$ cat config.mk
export PLATFORM = sky130hd
export DESIGN_NAME = mtm_timer
export DESIGN_NICKNAME = d
export VERILOG_FILES = /design/src/core/mtm_pkg.sv /design/src/core/mtm_tick_if.sv /design/src/core/mtm_prescaler.sv /design/src/core/mtm_src_sel.sv /design/src/core/mtm_timer.sv
export SDC_FILE = /design/constraint.sdc
export NUM_CORES = 1
export LEC_CHECK = 0
export BUFFER_PORTS_ARGS = -buffer_cell sky130_fd_sc_hd__clkbuf_2
export CAP_MARGIN = 10
export CORE_MARGIN = 2
export CORE_UTILIZATION = 45
export CTS_BUF_LIST = sky130_fd_sc_hd__clkbuf_4 sky130_fd_sc_hd__clkbuf_8
export CTS_CLUSTER_DIAMETER = 100
export DETAILED_ROUTE_END_ITERATION = 7
export PLACE_DENSITY = 0.75
export SLEW_MARGIN = 0
export SYNTH_ARGS = -nofsm -noshare
export SYNTH_HDL_FRONTEND = slang
export SYNTH_HIERARCHICAL = 1
export SYNTH_SLANG_ARGS = --single-unit
$ cat constraint.sdc
create_clock -name clk_sys -period 4.7 [get_ports clk_sys]
set_input_delay 0.94 -clock clk_sys [delete_from_list [all_inputs] [get_ports clk_sys]]
set_output_delay 0.94 -clock clk_sys [all_outputs]
set_load 0.05 [all_outputs]
$ cat src/core/mtm_pkg.sv
// Shared constants of the modulo timer control block.
// Assumes an 8-bit register port with 2 address bits.
package mtm_pkg;

    // Data and address widths
    localparam int DATA_W = 8;
    localparam int ADDR_W = 2;

    // Register indices on the plain register port
    localparam logic [1:0] ADDR_STATUS_CONTROL = 2'h0;
    localparam logic [1:0] ADDR_CLOCK_CONFIG   = 2'h1;
    localparam logic [1:0] ADDR_COUNT_VALUE    = 2'h2;
    localparam logic [1:0] ADDR_WRAP_LIMIT     = 2'h3;

    // Status/control field positions
    localparam int SC_OVERFLOW_BIT = 7;
    localparam int SC_IRQ_EN_BIT   = 6;
    localparam int SC_CNT_RST_BIT  = 5;
    localparam int SC_HALT_BIT     = 4;

    // Clock configuration field positions
    localparam int CFG_SRC_LSB = 4;
    localparam int CFG_DIV_LSB = 0;

    // Reset values
    localparam logic       HALT_RST   = 1'b1;
    localparam logic       IRQ_EN_RST = 1'b0;
    localparam logic [1:0] SRC_RST    = 2'h0;
    localparam logic [3:0] DIV_RST    = 4'h0;
    localparam logic [7:0] COUNT_RST  = 8'h00;
    localparam logic [7:0] LIMIT_RST  = 8'h00;

    // Counter wrap constants
    localparam logic [7:0] COUNT_ZERO = 8'h00;
    localparam logic [7:0] COUNT_TOP  = 8'hFF;

    // Divider ceiling: codes above this divide by 256
    localparam logic [3:0] DIV_MAX_CODE = 4'h8;

    // Prescaler input selection
    typedef enum logic [1:0] {
        MTM_SRC_BUS  = 2'h0,
        MTM_SRC_FIX  = 2'h1,
        MTM_SRC_FALL = 2'h2,
        MTM_SRC_RISE = 2'h3
    } mtm_src_t;

endpackage

$ cat src/core/mtm_tick_if.sv
// Carrier between the timer core and its clock front end.
// Assumes all members live in the single bus clock domain.
`timescale 1ns/1ps
`default_nettype none
interface mtm_tick_if;
    import mtm_pkg::*;
    mtm_src_t   source_select;  // Chosen prescaler input
    logic [3:0] divider_select; // Divide-by-2^n code
    logic       src_pulse;      // One enable per source event
    logic       tick;           // Prescaled counting enable

    modport ctl (output source_select, output divider_select, input tick);
    modport src (input source_select, output src_pulse);
    modport pre (input divider_select, input src_pulse, output tick);
endinterface
`default_nettype wire

$ cat src/core/mtm_prescaler.sv
// Prescaler: divides source pulses by 2^n, n up to eight.
// Assumes source pulses are one bus cycle wide.
`timescale 1ns/1ps
`default_nettype none
module mtm_prescaler
    import mtm_pkg::*;
#(
    parameter int PRE_W = 8  // Prescaler stages
)
(
    input  wire logic clk_sys,
    input  wire logic rst_n,
    mtm_tick_if.pre   tk
);
    logic [PRE_W-1:0] pre_q;   // Free-running source pulse count
    logic [3:0]       stages;  // Clamped divider code
    logic [PRE_W-1:0] mask;    // Low bits that must be all ones

    // Codes above eight clamp to divide-by-256
    assign stages = (tk.divider_select > DIV_MAX_CODE) ? DIV_MAX_CODE : tk.divider_select;
    assign mask   = ~({PRE_W{1'b1}} << stages);
    // Tick is one bus cycle wide and only on a source pulse
    assign tk.tick = tk.src_pulse & ((pre_q & mask) == mask);

    // Never cleared on a code change, so counting carries on
    always_ff @(posedge clk_sys or negedge rst_n)
    begin
        if (!rst_n)
            pre_q <= '0;
        else if (tk.src_pulse)
            pre_q <= pre_q + 1'b1;
    end
endmodule
`default_nettype wire

$ cat src/core/mtm_src_sel.sv
// Source selector: turns the chosen clock source into bus-clock pulses.
// Assumes the external pin is asynchronous and below a quarter bus rate.
`timescale 1ns/1ps
`default_nettype none
module mtm_src_sel
    import mtm_pkg::*;
(
    input  wire logic clk_sys,
    input  wire logic rst_n,
    input  wire logic fixed_freq_clock,
    input  wire logic external_count_pin,
    mtm_tick_if.src   tk
);
    logic ext_meta_q;  // First synchroniser stage
    logic ext_sync_q;  // Second synchroniser stage
    logic ext_prev_q;  // Delayed copy for edge detection
    logic fix_prev_q;  // Delayed fixed clock

    wire ext_rise = ext_sync_q & ~ext_prev_q;
    wire ext_fall = ~ext_sync_q & ext_prev_q;
    wire fix_rise = fixed_freq_clock & ~fix_prev_q;

    // Pin passes two flops before any edge logic sees it
    always_ff @(posedge clk_sys or negedge rst_n)
    begin
        if (!rst_n)
        begin
            ext_meta_q <= 1'b0;
            ext_sync_q <= 1'b0;
            ext_prev_q <= 1'b0;
            fix_prev_q <= 1'b0;
        end
        else
        begin
            ext_meta_q <= external_count_pin;
            ext_sync_q <= ext_meta_q;
            ext_prev_q <= ext_sync_q;
            fix_prev_q <= fixed_freq_clock;
        end
    end

    // Source multiplexer; bus source pulses every cycle
    always_comb
    begin
        case (tk.source_select)
            MTM_SRC_BUS:  tk.src_pulse = 1'b1;
            MTM_SRC_FIX:  tk.src_pulse = fix_rise;
            MTM_SRC_FALL: tk.src_pulse = ext_fall;
            MTM_SRC_RISE: tk.src_pulse = ext_rise;
            default:      tk.src_pulse = 1'b1;
        endcase
    end
endmodule
`default_nettype wire

$ cat src/core/mtm_timer.sv
// Modulo timer: control registers, overflow flag, 8-bit counter.
// Assumes a one-cycle strobe register port; read data one cycle later.
// Notes on behaviour
// - Overflow flag sets on wrap to zero
// - Flag clears by read then write zero
// - Counter reset or limit write clears flag
// - Enable gates flag onto interrupt request
// - Counter reset bit zeroes count, reads zero
// - Halt bit freezes count; reset sets it
// - Unused control and config bits read zero
// - Source select picks bus, fixed, pin edges
// - Source change never clears the counter
// - Reset clears source select to bus
// - Divider code gives 2^n, clamps at 256
// - Divider change never clears the counter
// - Reset clears divider select to zero, divide by one
// - Four 8-bit registers are provided
// - Count up to limit, wrap, continue
// - Overflow between clear steps cancels clear
// - Zero limit means free-running counter
// - External pin synchronised before edge detection
//
// Chosen here: the register offsets and the address-and-strobe port.
`timescale 1ns/1ps
`default_nettype none
module mtm_timer
    import mtm_pkg::*;
(
    input  wire logic              clk_sys,
    input  wire logic              rst_n,
    input  wire logic [ADDR_W-1:0] reg_addr,
    input  wire logic [DATA_W-1:0] reg_wdata,
    input  wire logic              reg_wr,
    input  wire logic              reg_rd,
    output logic      [DATA_W-1:0] reg_rdata,
    input  wire logic              fixed_freq_clock,
    input  wire logic              external_count_pin,
    output logic                   timer_irq
);
    // Clock front end carrier
    mtm_tick_if tk ();

    // Control state
    logic        overflow_flag_q;        // Sticky overflow
    logic        overflow_flag_d;
    logic        clear_armed_q;          // First clear step seen
    logic        clear_armed_d;
    logic        overflow_irq_enable_q;  // Interrupt enable
    logic        counter_halt_q;         // Counter stopped
    mtm_src_t    source_select_q;        // Prescaler input
    logic [3:0]  divider_select_q;       // Divide code
    logic [7:0]  count_q;                // Counter value
    logic [7:0]  count_d;
    logic [7:0]  wrap_limit_value_q;     // Modulo limit
    logic [7:0]  rdata_q;                // Registered read data
    logic [7:0]  rd_mux;                 // Selected read word

    // Address decode
    wire sel_sc  = (reg_addr == ADDR_STATUS_CONTROL);
    wire sel_cfg = (reg_addr == ADDR_CLOCK_CONFIG);
    wire sel_lim = (reg_addr == ADDR_WRAP_LIMIT);
    wire sc_wr   = reg_wr & sel_sc;
    wire sc_rd   = reg_rd & sel_sc;
    wire cfg_wr  = reg_wr & sel_cfg;
    wire lim_wr  = reg_wr & sel_lim;

    // Counter control terms
    wire cnt_reset = (sc_wr & reg_wdata[SC_CNT_RST_BIT]) | lim_wr;
    wire run_tick  = tk.tick & ~counter_halt_q;
    // Zero limit wraps at the top of the range
    wire at_top    = (wrap_limit_value_q == COUNT_ZERO) ? (count_q == COUNT_TOP)
                                                        : (count_q == wrap_limit_value_q);
    wire ov_evt    = run_tick & at_top;
    wire flag_wr0  = sc_wr & ~reg_wdata[SC_OVERFLOW_BIT] & clear_armed_q;

    // Front end wiring
    assign tk.source_select  = source_select_q;
    assign tk.divider_select = divider_select_q;

    mtm_src_sel u_src (
        .clk_sys            (clk_sys),
        .rst_n              (rst_n),
        .fixed_freq_clock   (fixed_freq_clock),
        .external_count_pin (external_count_pin),
        .tk                 (tk.src)
    );

    mtm_prescaler #(
        .PRE_W (8)
    ) u_pre (
        .clk_sys (clk_sys),
        .rst_n   (rst_n),
        .tk      (tk.pre)
    );

    // Next count: software reset wins, else step or wrap
    always_comb
    begin
        if (cnt_reset)
            count_d = COUNT_ZERO;
        else if (run_tick)
            count_d = at_top ? COUNT_ZERO : count_q + 8'h01;
        else
            count_d = count_q;
    end

    // Flag: a new overflow wins over any clear in the same cycle
    always_comb
    begin
        if (ov_evt)
            overflow_flag_d = 1'b1;
        else if (cnt_reset | flag_wr0)
            overflow_flag_d = 1'b0;
        else
            overflow_flag_d = overflow_flag_q;
    end

    // Clear sequence: armed by a read with flag set, dropped by overflow
    always_comb
    begin
        if (ov_evt)
            clear_armed_d = 1'b0;
        else if (sc_rd & overflow_flag_q)
            clear_armed_d = 1'b1;
        else if (sc_wr | cnt_reset)
            clear_armed_d = 1'b0;
        else
            clear_armed_d = clear_armed_q;
    end

    // Counter and flag state
    always_ff @(posedge clk_sys or negedge rst_n)
    begin
        if (!rst_n)
        begin
            count_q         <= COUNT_RST;
            overflow_flag_q <= 1'b0;
            clear_armed_q   <= 1'b0;
        end
        else
        begin
            count_q         <= count_d;
            overflow_flag_q <= overflow_flag_d;
            clear_armed_q   <= clear_armed_d;
        end
    end

    // Status/control writable bits; halt starts set
    always_ff @(posedge clk_sys or negedge rst_n)
    begin
        if (!rst_n)
        begin
            overflow_irq_enable_q <= IRQ_EN_RST;
            counter_halt_q        <= HALT_RST;
        end
        else if (sc_wr)
        begin
            overflow_irq_enable_q <= reg_wdata[SC_IRQ_EN_BIT];
            counter_halt_q        <= reg_wdata[SC_HALT_BIT];
        end
    end

    // Clock configuration; no effect on the count
    always_ff @(posedge clk_sys or negedge rst_n)
    begin
        if (!rst_n)
        begin
            source_select_q  <= MTM_SRC_BUS;
            divider_select_q <= DIV_RST;
        end
        else if (cfg_wr)
        begin
            source_select_q  <= mtm_src_t'(reg_wdata[CFG_SRC_LSB +: 2]);
            divider_select_q <= reg_wdata[CFG_DIV_LSB +: 4];
        end
    end

    // Modulo limit
    always_ff @(posedge clk_sys or negedge rst_n)
    begin
        if (!rst_n)
            wrap_limit_value_q <= LIMIT_RST;
        else if (lim_wr)
            wrap_limit_value_q <= reg_wdata;
    end

    // Read word selection; reset bit and unused bits read zero
    always_comb
    begin
        case (reg_addr)
            ADDR_STATUS_CONTROL: rd_mux = {overflow_flag_q, overflow_irq_enable_q, 1'b0,
                                           counter_halt_q, 4'h0};
            ADDR_CLOCK_CONFIG:   rd_mux = {2'h0, source_select_q, divider_select_q};
            ADDR_COUNT_VALUE:    rd_mux = count_q;
            ADDR_WRAP_LIMIT:     rd_mux = wrap_limit_value_q;
            default:             rd_mux = 8'h00;
        endcase
    end

    // Read data register, loaded on each read strobe
    always_ff @(posedge clk_sys or negedge rst_n)
    begin
        if (!rst_n)
            rdata_q <= 8'h00;
        else if (reg_rd)
            rdata_q <= rd_mux;
    end

    assign reg_rdata = rdata_q;
    // Level request; software must clear the flag before enabling
    assign timer_irq = overflow_flag_q & overflow_irq_enable_q;
endmodule
`default_nettype wire

==> results.md <==
* Final wirelength at 4.930 mm
* Sequential fraction of design power at 50.4%
* Antenna viol nets, final at 0
* Die W at 76.99 um
* YS warnings at 6
* TritonCTS clock tree: yes
* Vias in the first global route at 1701
* Tmin final at 3.080 ns
* Synth Cell Area at 2397 um2
* Clock Path Buffers at 2
* GP Congestion at 0.8711
* Max-cap violations at 0
* Critical Path Fanout Max at 6
* Clk pwr share at 27.0%
* Synth Flop Type: dfrtp_1
* CTS clk-pin slew, worst paths at 0.09 ns
* Die H at 76.99 um
* Clk Latency, worst-skew pair at 0.31 ns
* Post-synth top area cell: dfrtp_1
* Crit start category: input port
* Period utilisation layout at 65.53%
* Largest net degree at the start of global routing at 47
* CTS H-tree lvls at 2
* Final core occ at 52.12%
* NetSw at 0.3598 mW
* Gr usage total at 17.74%
* Netlist cell types at 53
* Most frequent cell after synthesis: dfrtp_1
* Wirelength per Cell at 15.26 um
* Worst Setup SP: fixed_freq_clock
* IO Pins at 25
* TritonCTS Sinks at 46
* Setup violators final at 0
* Register-to-register setup slack at 1.89 ns
* Share of cells above drive strength 1 at 23.72%
* Initial antenna violation count at 0
* Die area at 5927 um2
* Relative slew slack at 60.25%
* Total grt overflow at 0
* Critical Path AT at 3.29 ns
* Tot Pwr at 1.104 mW
* CTS root buf: clkbuf_8
* Final #Nets at 270
* Worst Tran Pin Value at 0.5900 ns
* Placed Area at 2566 um2
* Core area at 5140 um2
* Reg2Reg Launch Point: source_select_q[0]
* Syn_nets at 246
* WP data required at 4.91 ns
* Status: finished, final reports clean
* Placed wire-length estimate at 3.528 mm
* Hold violation total from the final report at 0
* Place WS at 1.310 ns
* Port Buffers at 24
* Flops & latches, synth at 46
* Area growth from synthesis to layout at 11.74%
* Vias per cell at 5.632
* Unrepaired setup endpoints after global routing: no
* Top cell type's share of synthesized area at 46.97%
* VDD IR max at 216.8 uV
* Iteration-0 DRC Markers at 76
* Vias at 1819
* Post-CTS Setup Bufs at 0
* Pint at 0.7443 mW
* Initial Util at 46.64%
* Switching Share at 32.59%
* Worst r2r dst: count_q[5]
* Post-CTS sizing at 0
* Post-route DRC violation count at 0
* CTS Buf Count at 5
* Post-synth ARST share at 100.0%
* Top cells by area in the synthesized netlist: dfrtp_1 47%, mux2_2 8.0%, a21oi_1 3.5%
* Setup TNS at 0 ns
* Final WS setup at 1.620 ns
* CP Capture Type: register
* Global-route wire length before repair at 8.293 mm
* Design Area, Final at 2679 um2
* Commonest cells post-synth: 45 x dfrtp_1, 22 x nor2_1, 17 x a21oi_1, 17 x mux2_2, 16 x nand2_1
* Comb power frac at 22.6%
* CP Capture Point: count_q[5]
* Antenna cell count at 0
* Hold-fix buffers at CTS at 0
* Fmax at 324.7 MHz
* Leakage power at 1.176 nW
* 1st-pass router iterations at 4
* Setup CP Type: in2reg
* Register area share after synthesis at 48.07%
* PD cells at 412.2 nW/um2
* Std-Cell Rows at 26
* Path depth of the worst reg2reg path at 8
* Final Skew at 0.007205 ns
* HP Class: reg2reg
* Post-Syn Instances at 228
* Max-slew violations at 0
* EDFF count, synth at 0
* Mean Syn Cell Area at 10.51 um2
[routing by layer]
layer	track usage [%]	wire length, um	vias up
met4	5.714	68	0
met5	0	0	-
li1	-	-	870
met1	25.88	2479	892
met3	4.118	247	6
met2	26.23	2135	51
[placed cells by master, fill, tap and decap left out, types with 4 or more instances in the layout]
master,instances
inv_1,4
clkbuf_2,24
nor2_1,22
nand3_1,9
dfrtp_1,45
mux2_2,17
mux2i_1,7
nand2_1,16
nor4_1,5
nand4_1,6
and3_1,5
xor2_1,8
clkbuf_8,5
xnor2_1,9
o21ai_0,8
a21oi_1,17
[cells by family (layout without fill, tap and decap cells)]
group,after synthesis,count (layout),synth area share (%)
muxes,26,26,12.47
xor gates and xnor gates,17,17,6.211
buffers and inverters,13,38,2.713
and+or+nand+nor,85,85,19.31
DFF,46,46,48.07
adders and majority gates,2,2,1.044
AOI/OAI and AO/OA,39,39,10.18
[critical path: stages]
cell and delay [ns]:
clkbuf_2 0.09, nand2b_1 0.05, a21oi_1 0.15, a211o_1 0.22, inv_1 0.06, a221o_1 0.25
nor4_1 0.40, or2b_1 0.33, or4_4 0.57, o41ai_2 0.21
[flip-flops by register name, summed over array words and instances (netlist names), 2 cells and up]
signal              count
source_select_q         2
count_q                 8
reg_rdata               8
divider_select_q        4
wrap_limit_value_q      8
u_pre/pre_q             8
[worst min-delay path by stage]
stage	endpoint	slack (ns)	from	cells past startpoint
floorplan	u_src/ext_sync_q	0.33	u_src/ext_meta_q	0
global placement	u_src/ext_sync_q	0.34	u_src/ext_meta_q	0
detailed placement	u_src/ext_sync_q	0.34	u_src/ext_meta_q	0
CTS	u_src/ext_sync_q	0.36	u_src/ext_meta_q	0
global route	u_src/ext_sync_q	0.38	u_src/ext_meta_q	0
finish	u_src/ext_sync_q	0.36	u_src/ext_meta_q	0
[per-stage QoR]
step	hold slack, ns	cells
finish	0.3615	323
global route	0.3776	323
CTS	0.3644	323
detailed placement	0.3388	315
global placement	0.3364	315
floorplan	0.3312	228
[power by group through the flow]
stage | Sequential (mW) | Clock [mW] | Combinational (mW)
finish | 0.556 | 0.298 | 0.250
global route | 0.568 | 0.320 | 0.278
CTS | 0.555 | 0.302 | 0.252
detailed placement | 0.562 | 0 | 0.251
global placement | 0.561 | 0 | 0.242
floorplan | 0.573 | 0 | 0.166
[cell type report]
type,instances,area [um2]
Timing Repair Buffer,25,127.6
Inverter,5,18.77
Fill cell,502,2461
Multi-Input combinational cell,169,1180
Sequential cell,46,1152
Clock inverter,3,43.79
Clock buffer,5,68.82
Tap cell,70,87.58
No activity file was read; power rests on OpenSTA's default activity.
